[config.mk]
export PLATFORM = sky130hd
export DESIGN_NAME = acc_conv_ctrl
export DESIGN_NICKNAME = d
export VERILOG_FILES = /design/src/rtl/acc_pkg.sv /design/src/rtl/acc_clkdiv.sv /design/src/rtl/acc_input_map.sv /design/src/rtl/acc_conv_ctrl.sv
export SDC_FILE = /design/constraint.sdc
export NUM_CORES = 1
export LEC_CHECK = 0
export ABC_AREA = 1
export ABC_CLOCK_PERIOD_IN_PS = 6190
export BUFFER_PORTS_ARGS = -buffer_cell sky130_fd_sc_hd__buf_4
export CAP_MARGIN = 10
export CORE_UTILIZATION = 35
export DETAILED_ROUTE_END_ITERATION = 10
export PLACE_DENSITY_LB_ADDON = 0.25
export SLEW_MARGIN = 20
export SYNTH_ARGS = -nofsm -noshare
export SYNTH_HDL_FRONTEND = slang
export SYNTH_SLANG_ARGS = --single-unit
[constraint.sdc]
create_clock -name i_clk_sys -period 6.19 [get_ports i_clk_sys]
set_clock_uncertainty 0.1 [all_clocks]
set_input_delay 0.3095 -clock i_clk_sys [delete_from_list [all_inputs] [get_ports i_clk_sys]]
set_output_delay 0.3095 -clock i_clk_sys [all_outputs]
set_load 0.02 [all_outputs]
[src/rtl/acc_pkg.sv]
package acc_pkg;

	// Control register field positions
	localparam int unsigned CTRL_SEL_LSB = 0;
	localparam int unsigned CTRL_SEL_MSB = 2;
	localparam int unsigned CTRL_START_BIT = 3;
	localparam int unsigned CTRL_DONE_BIT = 4;
	localparam int unsigned CTRL_POWER_BIT = 5;

	// Reset values
	localparam logic [2:0] CHAN_SEL_RST = 3'h0;
	localparam logic [6:0] PRESCALE_RST = 7'h00;

	// Channel count and code range
	localparam int unsigned NUM_CHAN = 6;
	localparam int unsigned RES_BITS = 10;
	localparam logic [9:0] CODE_FULL = 10'h3ff;
	localparam logic [9:0] CODE_ZERO = 10'h000;

	// Base divider: period is BASE_DIV_TOP minus twice the reload value
	localparam logic [5:0] BASE_DIV_TOP = 6'h20;
	// Prescaler period when the prescale field is zero
	localparam logic [8:0] PRS_ZERO_DIV = 9'h100;

	// Conversion length in conversion clock ticks: one sample, ten bits
	localparam logic [3:0] CONV_TICKS = 4'hb;

	// Conversion sequencer states
	typedef enum logic [0:0] {
		ACC_IDLE = 1'b0,
		ACC_CONV = 1'b1
	} acc_state_t;

endpackage

[src/rtl/acc_clkdiv.sv]
`timescale 1ns/1ns
`default_nettype none
// Two-stage divider producing a one-cycle conversion clock tick.
// The tick is an enable pulse on i_clk_sys, not a separate clock, so the
// whole block stays in one domain.
module acc_clkdiv
(
	// Clock and reset
	input wire logic i_clk_sys,
	input wire logic i_rstn,
	// Configuration
	input wire logic i_double_speed,
	input wire logic [3:0] i_osc_reload,
	input wire logic [6:0] i_prescale,
	// Restart aligns the tick to the start of a conversion
	input wire logic i_restart,
	// Conversion clock tick
	output logic o_tick
);

	logic [5:0] base_cnt_r;
	logic [5:0] base_term;
	logic base_en;
	logic [8:0] prs_cnt_r;
	logic [8:0] prs_term;

	assign base_term = acc_pkg::BASE_DIV_TOP - {1'b0, i_osc_reload, 1'b0};
	// Double speed bypasses the first stage
	assign base_en = i_double_speed ? 1'b1 : (base_cnt_r == base_term - 6'h01);

	// First stage counter
	always_ff @(posedge i_clk_sys)
	begin
		if (!i_rstn || i_restart || base_en)
			base_cnt_r <= 6'h00;
		else
			base_cnt_r <= base_cnt_r + 6'h01;
	end

	// Prescale ratio, 256 when field is zero
	assign prs_term = (i_prescale == 7'h00) ? acc_pkg::PRS_ZERO_DIV :
		{1'b0, i_prescale, 1'b0};

	always_ff @(posedge i_clk_sys)
	begin
		if (!i_rstn || i_restart)
			prs_cnt_r <= 9'h000;
		else if (base_en)
			prs_cnt_r <= (prs_cnt_r == prs_term - 9'h001) ? 9'h000 :
				prs_cnt_r + 9'h001;
	end

	// Combinational handshake-style pulse
	assign o_tick = !i_restart && base_en && (prs_cnt_r == prs_term - 9'h001);

endmodule
`default_nettype wire

[src/rtl/acc_input_map.sv]
`timescale 1ns/1ns
`default_nettype none
// Channel multiplexer and saturating code mapping.
// Each level is signed, scaled so ground is 0 and the reference is 3ffh.
module acc_input_map
(
	// Channel select
	input wire logic [2:0] i_chan_sel,
	// Levels of the six inputs, already relative to analog ground
	input wire logic [12*6-1:0] i_ain_level,
	// One-hot selected input, zero for unassigned codes
	output logic [5:0] o_chan_onehot,
	// Clamped code of the selected input
	output logic [9:0] o_code
);

	logic signed [11:0] sel_level;

	// Binary decode, codes six and seven pick nothing
	genvar gi;
	generate
		for (gi = 0; gi < acc_pkg::NUM_CHAN; gi++)
		begin : g_sel
			assign o_chan_onehot[gi] = (i_chan_sel == 3'(gi));
		end
	endgenerate

	// Mux of the selected level; no input reads as ground
	always_comb
	begin
		sel_level = 12'sh000;
		if (i_chan_sel < 3'h6)
			sel_level = i_ain_level[12*i_chan_sel +: 12];
	end

	always_comb
	begin
		if (sel_level < 12'sh000)
			o_code = acc_pkg::CODE_ZERO;
		else if (sel_level > 12'sh3ff)
			o_code = acc_pkg::CODE_FULL;
		else
			o_code = sel_level[9:0];
	end

endmodule
`default_nettype wire

[src/rtl/acc_conv_ctrl.sv]
`timescale 1ns/1ns
`default_nettype none
// Summary of operation
// - Writing start bit begins one conversion
// - Start bit reads busy, hardware clears
// - Start writes ignored while converting
// - Done flag sets with result, software clears
// - Interrupt when done and enable set
// - Select codes 0-5 pick inputs, 6-7 none
// - Reference gives 3ffh, ground 000h, linear
// - Out-of-range inputs saturate to limits
// - Seven-bit prescaler makes the conversion clock
// - Base clock is oscillator over 32-2*reload, undivided in double speed
// - Clearing power bit puts converter in standby
module acc_conv_ctrl
(
	// Clock and reset
	input wire logic i_clk_sys,
	input wire logic i_rstn,

	// Control register write port
	input wire logic i_ctrl_wr,
	input wire logic [7:0] i_ctrl_wdata,
	// Control register read value
	output logic [7:0] o_ctrl_rdata,

	// Converter clock register write port
	input wire logic i_clkreg_wr,
	input wire logic [7:0] i_clkreg_wdata,
	output logic [7:0] o_clkreg_rdata,

	// System configuration bits
	input wire logic i_double_speed,
	input wire logic [3:0] i_osc_reload,
	input wire logic i_conv_irq_enable,

	// Analog front end, sampled levels synchronous to i_clk_sys
	input wire logic [12*6-1:0] i_ain_level,
	output logic [5:0] o_selected_analog_input,

	// Results and status
	output logic [7:0] o_result_high,
	output logic [7:0] o_result_low,
	output logic o_conv_busy,
	output logic o_conv_irq
);

	// Sequencer state register
	acc_pkg::acc_state_t state_r;
	acc_pkg::acc_state_t state_nxt;

	// Stored configuration and status
	logic [2:0] chan_sel_r;
	logic power_on_r;
	logic done_r;
	logic irq_r;
	logic [6:0] prescale_r;

	// Successive approximation datapath
	logic [3:0] tick_cnt_r;
	logic [9:0] sample_r;
	logic [9:0] sar_r;
	logic [9:0] mask_r;
	logic [9:0] trial;
	logic [9:0] code;
	logic [9:0] result_final;

	// Result registers
	logic [7:0] res_high_r;
	logic [1:0] res_low_r;

	// Internal strobes
	logic tick;
	logic start_req;
	logic finish;
	logic abort;
	logic sample_tick;
	logic decide;

	// Conversion timeline, counted in conversion clock ticks:
	// start edge: busy rises and the divider restarts, so no partial period
	// tick 1: the mapped level is captured into sample_r
	// ticks 2 to 11: one result bit per tick, MSB first
	// tick 11: results load, done sets and busy drops on one edge
	// next cycle: the interrupt request follows done when enabled
	// A conversion therefore lasts exactly eleven tick periods.

	// Converter clock generation
	acc_clkdiv u_clkdiv
	(
		.i_clk_sys(i_clk_sys),
		.i_rstn(i_rstn),
		.i_double_speed(i_double_speed),
		.i_osc_reload(i_osc_reload),
		.i_prescale(prescale_r),
		.i_restart(start_req),
		.o_tick(tick)
	);

	// Input selection and saturation
	acc_input_map u_map
	(
		.i_chan_sel(chan_sel_r),
		.i_ain_level(i_ain_level),
		.o_chan_onehot(o_selected_analog_input),
		.o_code(code)
	);

	// Start request from a write of one
	// Busy state masks the start bit
	// No start while in standby
	// The power bit tested is the stored one, so a single write that
	// powers up and starts together is refused; power up first.
	assign start_req = i_ctrl_wr && i_ctrl_wdata[acc_pkg::CTRL_START_BIT] &&
		(state_r == acc_pkg::ACC_IDLE) && power_on_r;

	// Last of eleven ticks ends the conversion
	// Busy and done change on this one edge, never a cycle apart
	assign finish = (state_r == acc_pkg::ACC_CONV) && tick &&
		(tick_cnt_r == acc_pkg::CONV_TICKS - 4'h1);

	// Dropping power aborts a running conversion
	// Results and done stay as they were unless finish falls in the same cycle; otherwise the partial code is discarded
	assign abort = (state_r == acc_pkg::ACC_CONV) && !power_on_r;

	// Sequencer next state
	always_comb
	begin
		state_nxt = state_r;
		unique case (state_r)
			acc_pkg::ACC_IDLE:
			begin
				if (start_req)
					state_nxt = acc_pkg::ACC_CONV;
			end
			acc_pkg::ACC_CONV:
			begin
				if (finish || abort)
					state_nxt = acc_pkg::ACC_IDLE;
			end
		endcase
	end

	// Sequencer state
	always_ff @(posedge i_clk_sys)
	begin
		if (!i_rstn)
			state_r <= acc_pkg::ACC_IDLE;
		else
			state_r <= state_nxt;
	end

	// Channel select; writable any time, even mid-conversion, because
	// the level is captured on the first tick and held from then on
	always_ff @(posedge i_clk_sys)
	begin
		if (!i_rstn)
			chan_sel_r <= acc_pkg::CHAN_SEL_RST;
		else if (i_ctrl_wr)
			chan_sel_r <= i_ctrl_wdata[acc_pkg::CTRL_SEL_MSB:
				acc_pkg::CTRL_SEL_LSB];
	end

	// Power bit
	// Cleared mid-conversion it aborts the run; software should still
	// let a conversion end before any power reduction
	always_ff @(posedge i_clk_sys)
	begin
		if (!i_rstn)
			power_on_r <= 1'b0;
		else if (i_ctrl_wr)
			power_on_r <= i_ctrl_wdata[acc_pkg::CTRL_POWER_BIT];
	end

	// Prescale field of the converter clock register
	// A change takes effect at once and retimes a running conversion
	always_ff @(posedge i_clk_sys)
	begin
		if (!i_rstn)
			prescale_r <= acc_pkg::PRESCALE_RST;
		else if (i_clkreg_wr)
			prescale_r <= i_clkreg_wdata[6:0];
	end

	// Tick counter within a conversion
	// Cleared by the start strobe so every run counts from zero
	always_ff @(posedge i_clk_sys)
	begin
		if (!i_rstn || start_req)
			tick_cnt_r <= 4'h0;
		else if (state_r == acc_pkg::ACC_CONV && tick)
			tick_cnt_r <= tick_cnt_r + 4'h1;
	end

	// Trial value for the current bit decision
	assign trial = sar_r | mask_r;

	// First tick samples, each later tick decides one bit
	assign sample_tick = (state_r == acc_pkg::ACC_CONV) && tick &&
		(tick_cnt_r == 4'h0);
	assign decide = (state_r == acc_pkg::ACC_CONV) && tick &&
		(tick_cnt_r != 4'h0);

	// Capture the mapped level on the first tick; holding it keeps
	// the code stable if the select changes during the run
	always_ff @(posedge i_clk_sys)
	begin
		if (!i_rstn)
			sample_r <= acc_pkg::CODE_ZERO;
		else if (sample_tick)
			sample_r <= code;
	end

	// Saved bits: a trial bit is kept when it does not overshoot
	always_ff @(posedge i_clk_sys)
	begin
		if (!i_rstn || start_req)
			sar_r <= acc_pkg::CODE_ZERO;
		else if (decide && (trial <= sample_r))
			sar_r <= trial;
	end

	// Trial bit walks down from the MSB, one place per decision
	always_ff @(posedge i_clk_sys)
	begin
		if (!i_rstn)
			mask_r <= 10'h000;
		else if (start_req)
			mask_r <= 10'h200;
		else if (decide)
			mask_r <= {1'b0, mask_r[9:1]};
	end

	// Final code folds in the last decision, so the result registers
	// load on the same edge that busy drops
	assign result_final = (trial <= sample_r) ? trial : sar_r;

	// Result registers load only on completion
	always_ff @(posedge i_clk_sys)
	begin
		if (!i_rstn)
		begin
			res_high_r <= 8'h00;
			res_low_r <= 2'h0;
		end
		else if (finish)
		begin
			// Split upper eight and lowest two
			res_high_r <= result_final[9:2];
			res_low_r <= result_final[1:0];
		end
	end

	// Done flag: set wins over a clearing write
	// A write of one to the done bit has no effect
	always_ff @(posedge i_clk_sys)
	begin
		if (!i_rstn)
			done_r <= 1'b0;
		// Set with the result, cleared by write
		else if (finish)
			done_r <= 1'b1;
		else if (i_ctrl_wr && !i_ctrl_wdata[acc_pkg::CTRL_DONE_BIT])
			done_r <= 1'b0;
	end

	// Interrupt request, registered; a level held while done and the enable are both set
	// Registered so the request cannot glitch, at one cycle of latency
	always_ff @(posedge i_clk_sys)
	begin
		if (!i_rstn)
			irq_r <= 1'b0;
		else
			irq_r <= done_r && i_conv_irq_enable;
	end

	// Register read values, reserved bits read zero
	// Combinational so software sees busy drop on the finish edge
	always_comb
	begin
		o_ctrl_rdata = 8'h00;
		o_ctrl_rdata[acc_pkg::CTRL_SEL_MSB:acc_pkg::CTRL_SEL_LSB] = chan_sel_r;
		o_ctrl_rdata[acc_pkg::CTRL_START_BIT] = (state_r == acc_pkg::ACC_CONV);
		o_ctrl_rdata[acc_pkg::CTRL_DONE_BIT] = done_r;
		o_ctrl_rdata[acc_pkg::CTRL_POWER_BIT] = power_on_r;
	end

	// Outputs straight from registers or state
	assign o_clkreg_rdata = {1'b0, prescale_r};
	assign o_result_high = res_high_r;
	assign o_result_low = {6'h00, res_low_r};
	assign o_conv_busy = (state_r == acc_pkg::ACC_CONV);
	assign o_conv_irq = irq_r;

endmodule
`default_nettype wire

==> impl_metrics.csv <==
group,metric,value,unit
hold_path,hold_class,"primary input to register",
global_route,grt_usage,0.182,
setup_path,reg2reg_slack,2.74,ns
synth,syn_area,4590,um2
route,drt-vias-per-instance,4.65,
route,dr_total_vias,4698,
cts,clock-sinks,73,
route,finalWirelength,11900,um
die,die_x,117,um
die,core_area,12700,um2
setup_path,max_stage_delay,0.68,ns
layout,final_cell_mix,"221 x nand2_1, 127 x buf_4, 89 x inv_1, 83 x nor2_1",
sta,min_period,3.45,ns
die,start_util,0.361,
setup_path,endpoint_kind,"register",
pwr,p_sw,0.320,mW
hold_path,hold_path_end,"power_on_r",
cts,numCtsBuffers,9,
setup_path,cp_slowest_cell,"dfxtp_1",
pwr,switching_share,0.250,
setup_path,critPathTopFamily,"simple AND/OR/NAND/NOR gates",
setup_path,cp_num_buf_inv,2,
sta,hold_violations,0,
cts,post_cts_buffers,0,
layout,final_layout_size_suffix_gt1_frac,0.195,
place,place_area,5560,um2
synth,seq_area_frac_synth,0.318,
sta,tns,0,ns
setup_path,regToRegEndpoint,"sample_r[1]",
route,drc_errors,0,
synth,synth-seq-cells,73,
global_route,grt_max_degree,32,
sta,setup_violations,0,
cts,htreeDepth,3,
setup_path,worstPathMaxFanout,29,
setup_path,critPathMostFrequentCell,"nand2_1",
pwr,vdd_drop_max,0.186,mV
cts,clockRootBuffer,"clkbuf_16",
place,io_buffer_count,125,
sta,slew_headroom,0.348,
synth,syn-mean-instance-area,6.31,um2
global_route,first_global_vias,4189,
hold_path,hold_path.startpoint,"i_ctrl_wdata[5]",
place,post-place-ws,2.72,ns
setup_path,worst_r2r_path_depth,12,
setup_path,worstPathRequired,6.35,ns
pwr,power.leakage,2.92,nW
layout,fin_nets,948,
die,ioPinCount,138,
pwr,power.density,216,nW/um2
cts,clk_pin_slew,0.06,ns
sta,fmax,290,MHz
synth,synth_area_leaders,"dfxtp_1 32%, nand2_1 18%, nand3_1 8.0%, inv_1 7.3%, nor2_1 6.8%",
route,drtAntennaViolNets,0,
global_route,antenna_found_initial,0,
setup_path,arrival,3.61,ns
pwr,power_frac_clock,0.468,
sta,final_max_slew_viol_count,0,
synth,ys_warn_count,0,
route,drt_iter0_drc,246,
global_route,overflow,0,
pwr,p_seq_frac,0.382,
hold_path,worstHoldPathCells,3,
route,dr.pass1.iters,5,
place,routabilityCongestion,0.848,
cts,ctsResizeCount,0,
setup_path,critPathLaunchType,"register",
die,die_area,13600,um2
sta,worst_pin_slew,0.975,ns
global_route,grt_pass1_wl,19500,um
pwr,p_comb_frac,0.149,
synth,synth_area_leader_cell,"dfxtp_1",
outcome,outcome,"completed",
cts,worstSkewPairLatency,0.33,ns
setup_path,worst-setup-path-type,"register to register",
cts,clk_path_buf_depth,2,
route,wire_per_inst,11.8,um
pwr,p_int,0.956,mW
sta,fin_ws,2.74,ns
flow_run,cap_violations,0,
cts,cts_hold_buffers,0,
setup_path,crit_chain,"inv_1 -> nand3_1 -> inv_1 -> nand2_1 -> nand2_1 -> a21oi_1 -> nand2_1 -> nand2_1 -> nand2_1 -> nand4_1 -> nand2_1 -> nor2_1",
layout,fin_area,5910,um2
layout,synthToLayoutAreaGrowth,28.6,%
die,row_count,41,
sta,finalCritPeriodShare,0.557,
cts,cts_tree,"built",
layout,layout_commonest_cell,"nand2_1",
setup_path,r2r_start,"chan_sel_r[1]",
die,die_h,117,um
sta,rsz0062_at_grt,"false",
synth,synth_cell_types,33,
synth,synthCells,728,
place,dp_hpwl,8830,um
layout,antenna-diode-count,0,
sta,fin_hold_ws,0.100,ns
synth,synth_top_area_share,0.318,
## layer usage
layer	up-vias	share of wire	wire length, um	global-route usage
met1	2101	0.46	5460	0.225
li1	2501	-	-	-
met4	0	0.017	197	0.0565
met3	14	0.033	398	0.0384
met2	82	0.49	5880	0.315
met5	-	0	0	0
## flip-flops by register name (all words and copies together), names as in the netlist
signal,flops
mask_r,10
tick_cnt_r,4
sar_r,10
res_low_r,2
sample_r,10
o_result_high,8
power_on_r,1
done_r,1
o_conv_irq,1
o_conv_busy,1
prescale_r,7
u_clkdiv.prs_cnt_r,9
chan_sel_r,3
u_clkdiv.base_cnt_r,6
## synthesized netlist by cell type
cell	count
a21oi_1	35
a21oi_2	10
buf_1	3
buf_2	9
buf_4	14
buf_6	2
clkbuf_1	13
clkinv_1	1
conb_1	1
dfxtp_1	73
ha_1	17
inv_1	89
inv_2	1
inv_4	1
nand2_1	221
nand2_2	1
nand2b_1	1
nand3_1	73
nand3_2	1
nand3_4	1
nand4_1	36
nor2_1	83
nor2_2	2
nor2_8	1
nor3_1	2
nor3b_1	4
o211ai_1	1
o21a_1	1
o21ai_0	13
o21ai_1	1
or2_2	2
xnor2_1	4
xor2_1	11
## per-stage QoR
step                power, mW  instances  utilization
floorplan               0.613        736            -
global placement        0.687        994        0.437
detailed placement      0.689        994        0.437
CTS                      1.29       1010        0.464
global route             1.33       1010        0.464
finish                   1.28       1010        0.464
## logic make-up after synthesis
kind of cell / after synthesis / synth area share
buffers and inverters: 133 / 0.126
AND/OR/NAND/NOR: 428 / 0.404
adder cells (fa/ha/maj): 17 / 0.0463
XOR/XNOR: 15 / 0.0286
AO/OA/AOI/OAI: 61 / 0.0757
flip-flops: 73 / 0.318
other: 1 / 0.000816
## layout make-up
| class | count | area (um2) |
|---|---|---|
| inverter | 92 | 348 |
| clock buffer | 10 | 229 |
| sequential | 73 | 1460 |
| fill | 1376 | 6810 |
| tap | 172 | 215 |
| timing repair buffer | 127 | 953 |
| clock inverter | 6 | 114 |
| multi-input combinational | 530 | 2590 |
## power groups by stage
stage	registers (mW)	logic, mW	clock network (mW)
global placement	0.498	0.189	0
detailed placement	0.498	0.191	0
global route	0.489	0.215	0.629
floorplan	0.500	0.113	0
CTS	0.488	0.192	0.609
finish	0.488	0.191	0.597
## worst register-to-register path: stages, from the launching register on
cell and delay, ns:
dfxtp_1 0.68, inv_1 0.55, nand3_1 0.24, inv_1 0.21
nand2_1 0.12, nand2_1 0.05, a21oi_1 0.58, nand2_1 0.39
nand2_1 0.15, nand2_1 0.06, nand4_1 0.11, nand2_1 0.06
nor2_1 0.09
## worst max path at each step
stage	end	depth (start not counted)	start
finish	sample_r[1]	12	chan_sel_r[1]
global route	sample_r[1]	12	chan_sel_r[1]
CTS	sample_r[3]	12	chan_sel_r[1]
detailed placement	sample_r[3]	12	chan_sel_r[1]
global placement	sample_r[5]	12	chan_sel_r[1]
floorplan	sample_r[7]	16	prescale_r[0]
No activity file was read; power rests on OpenSTA's default activity.
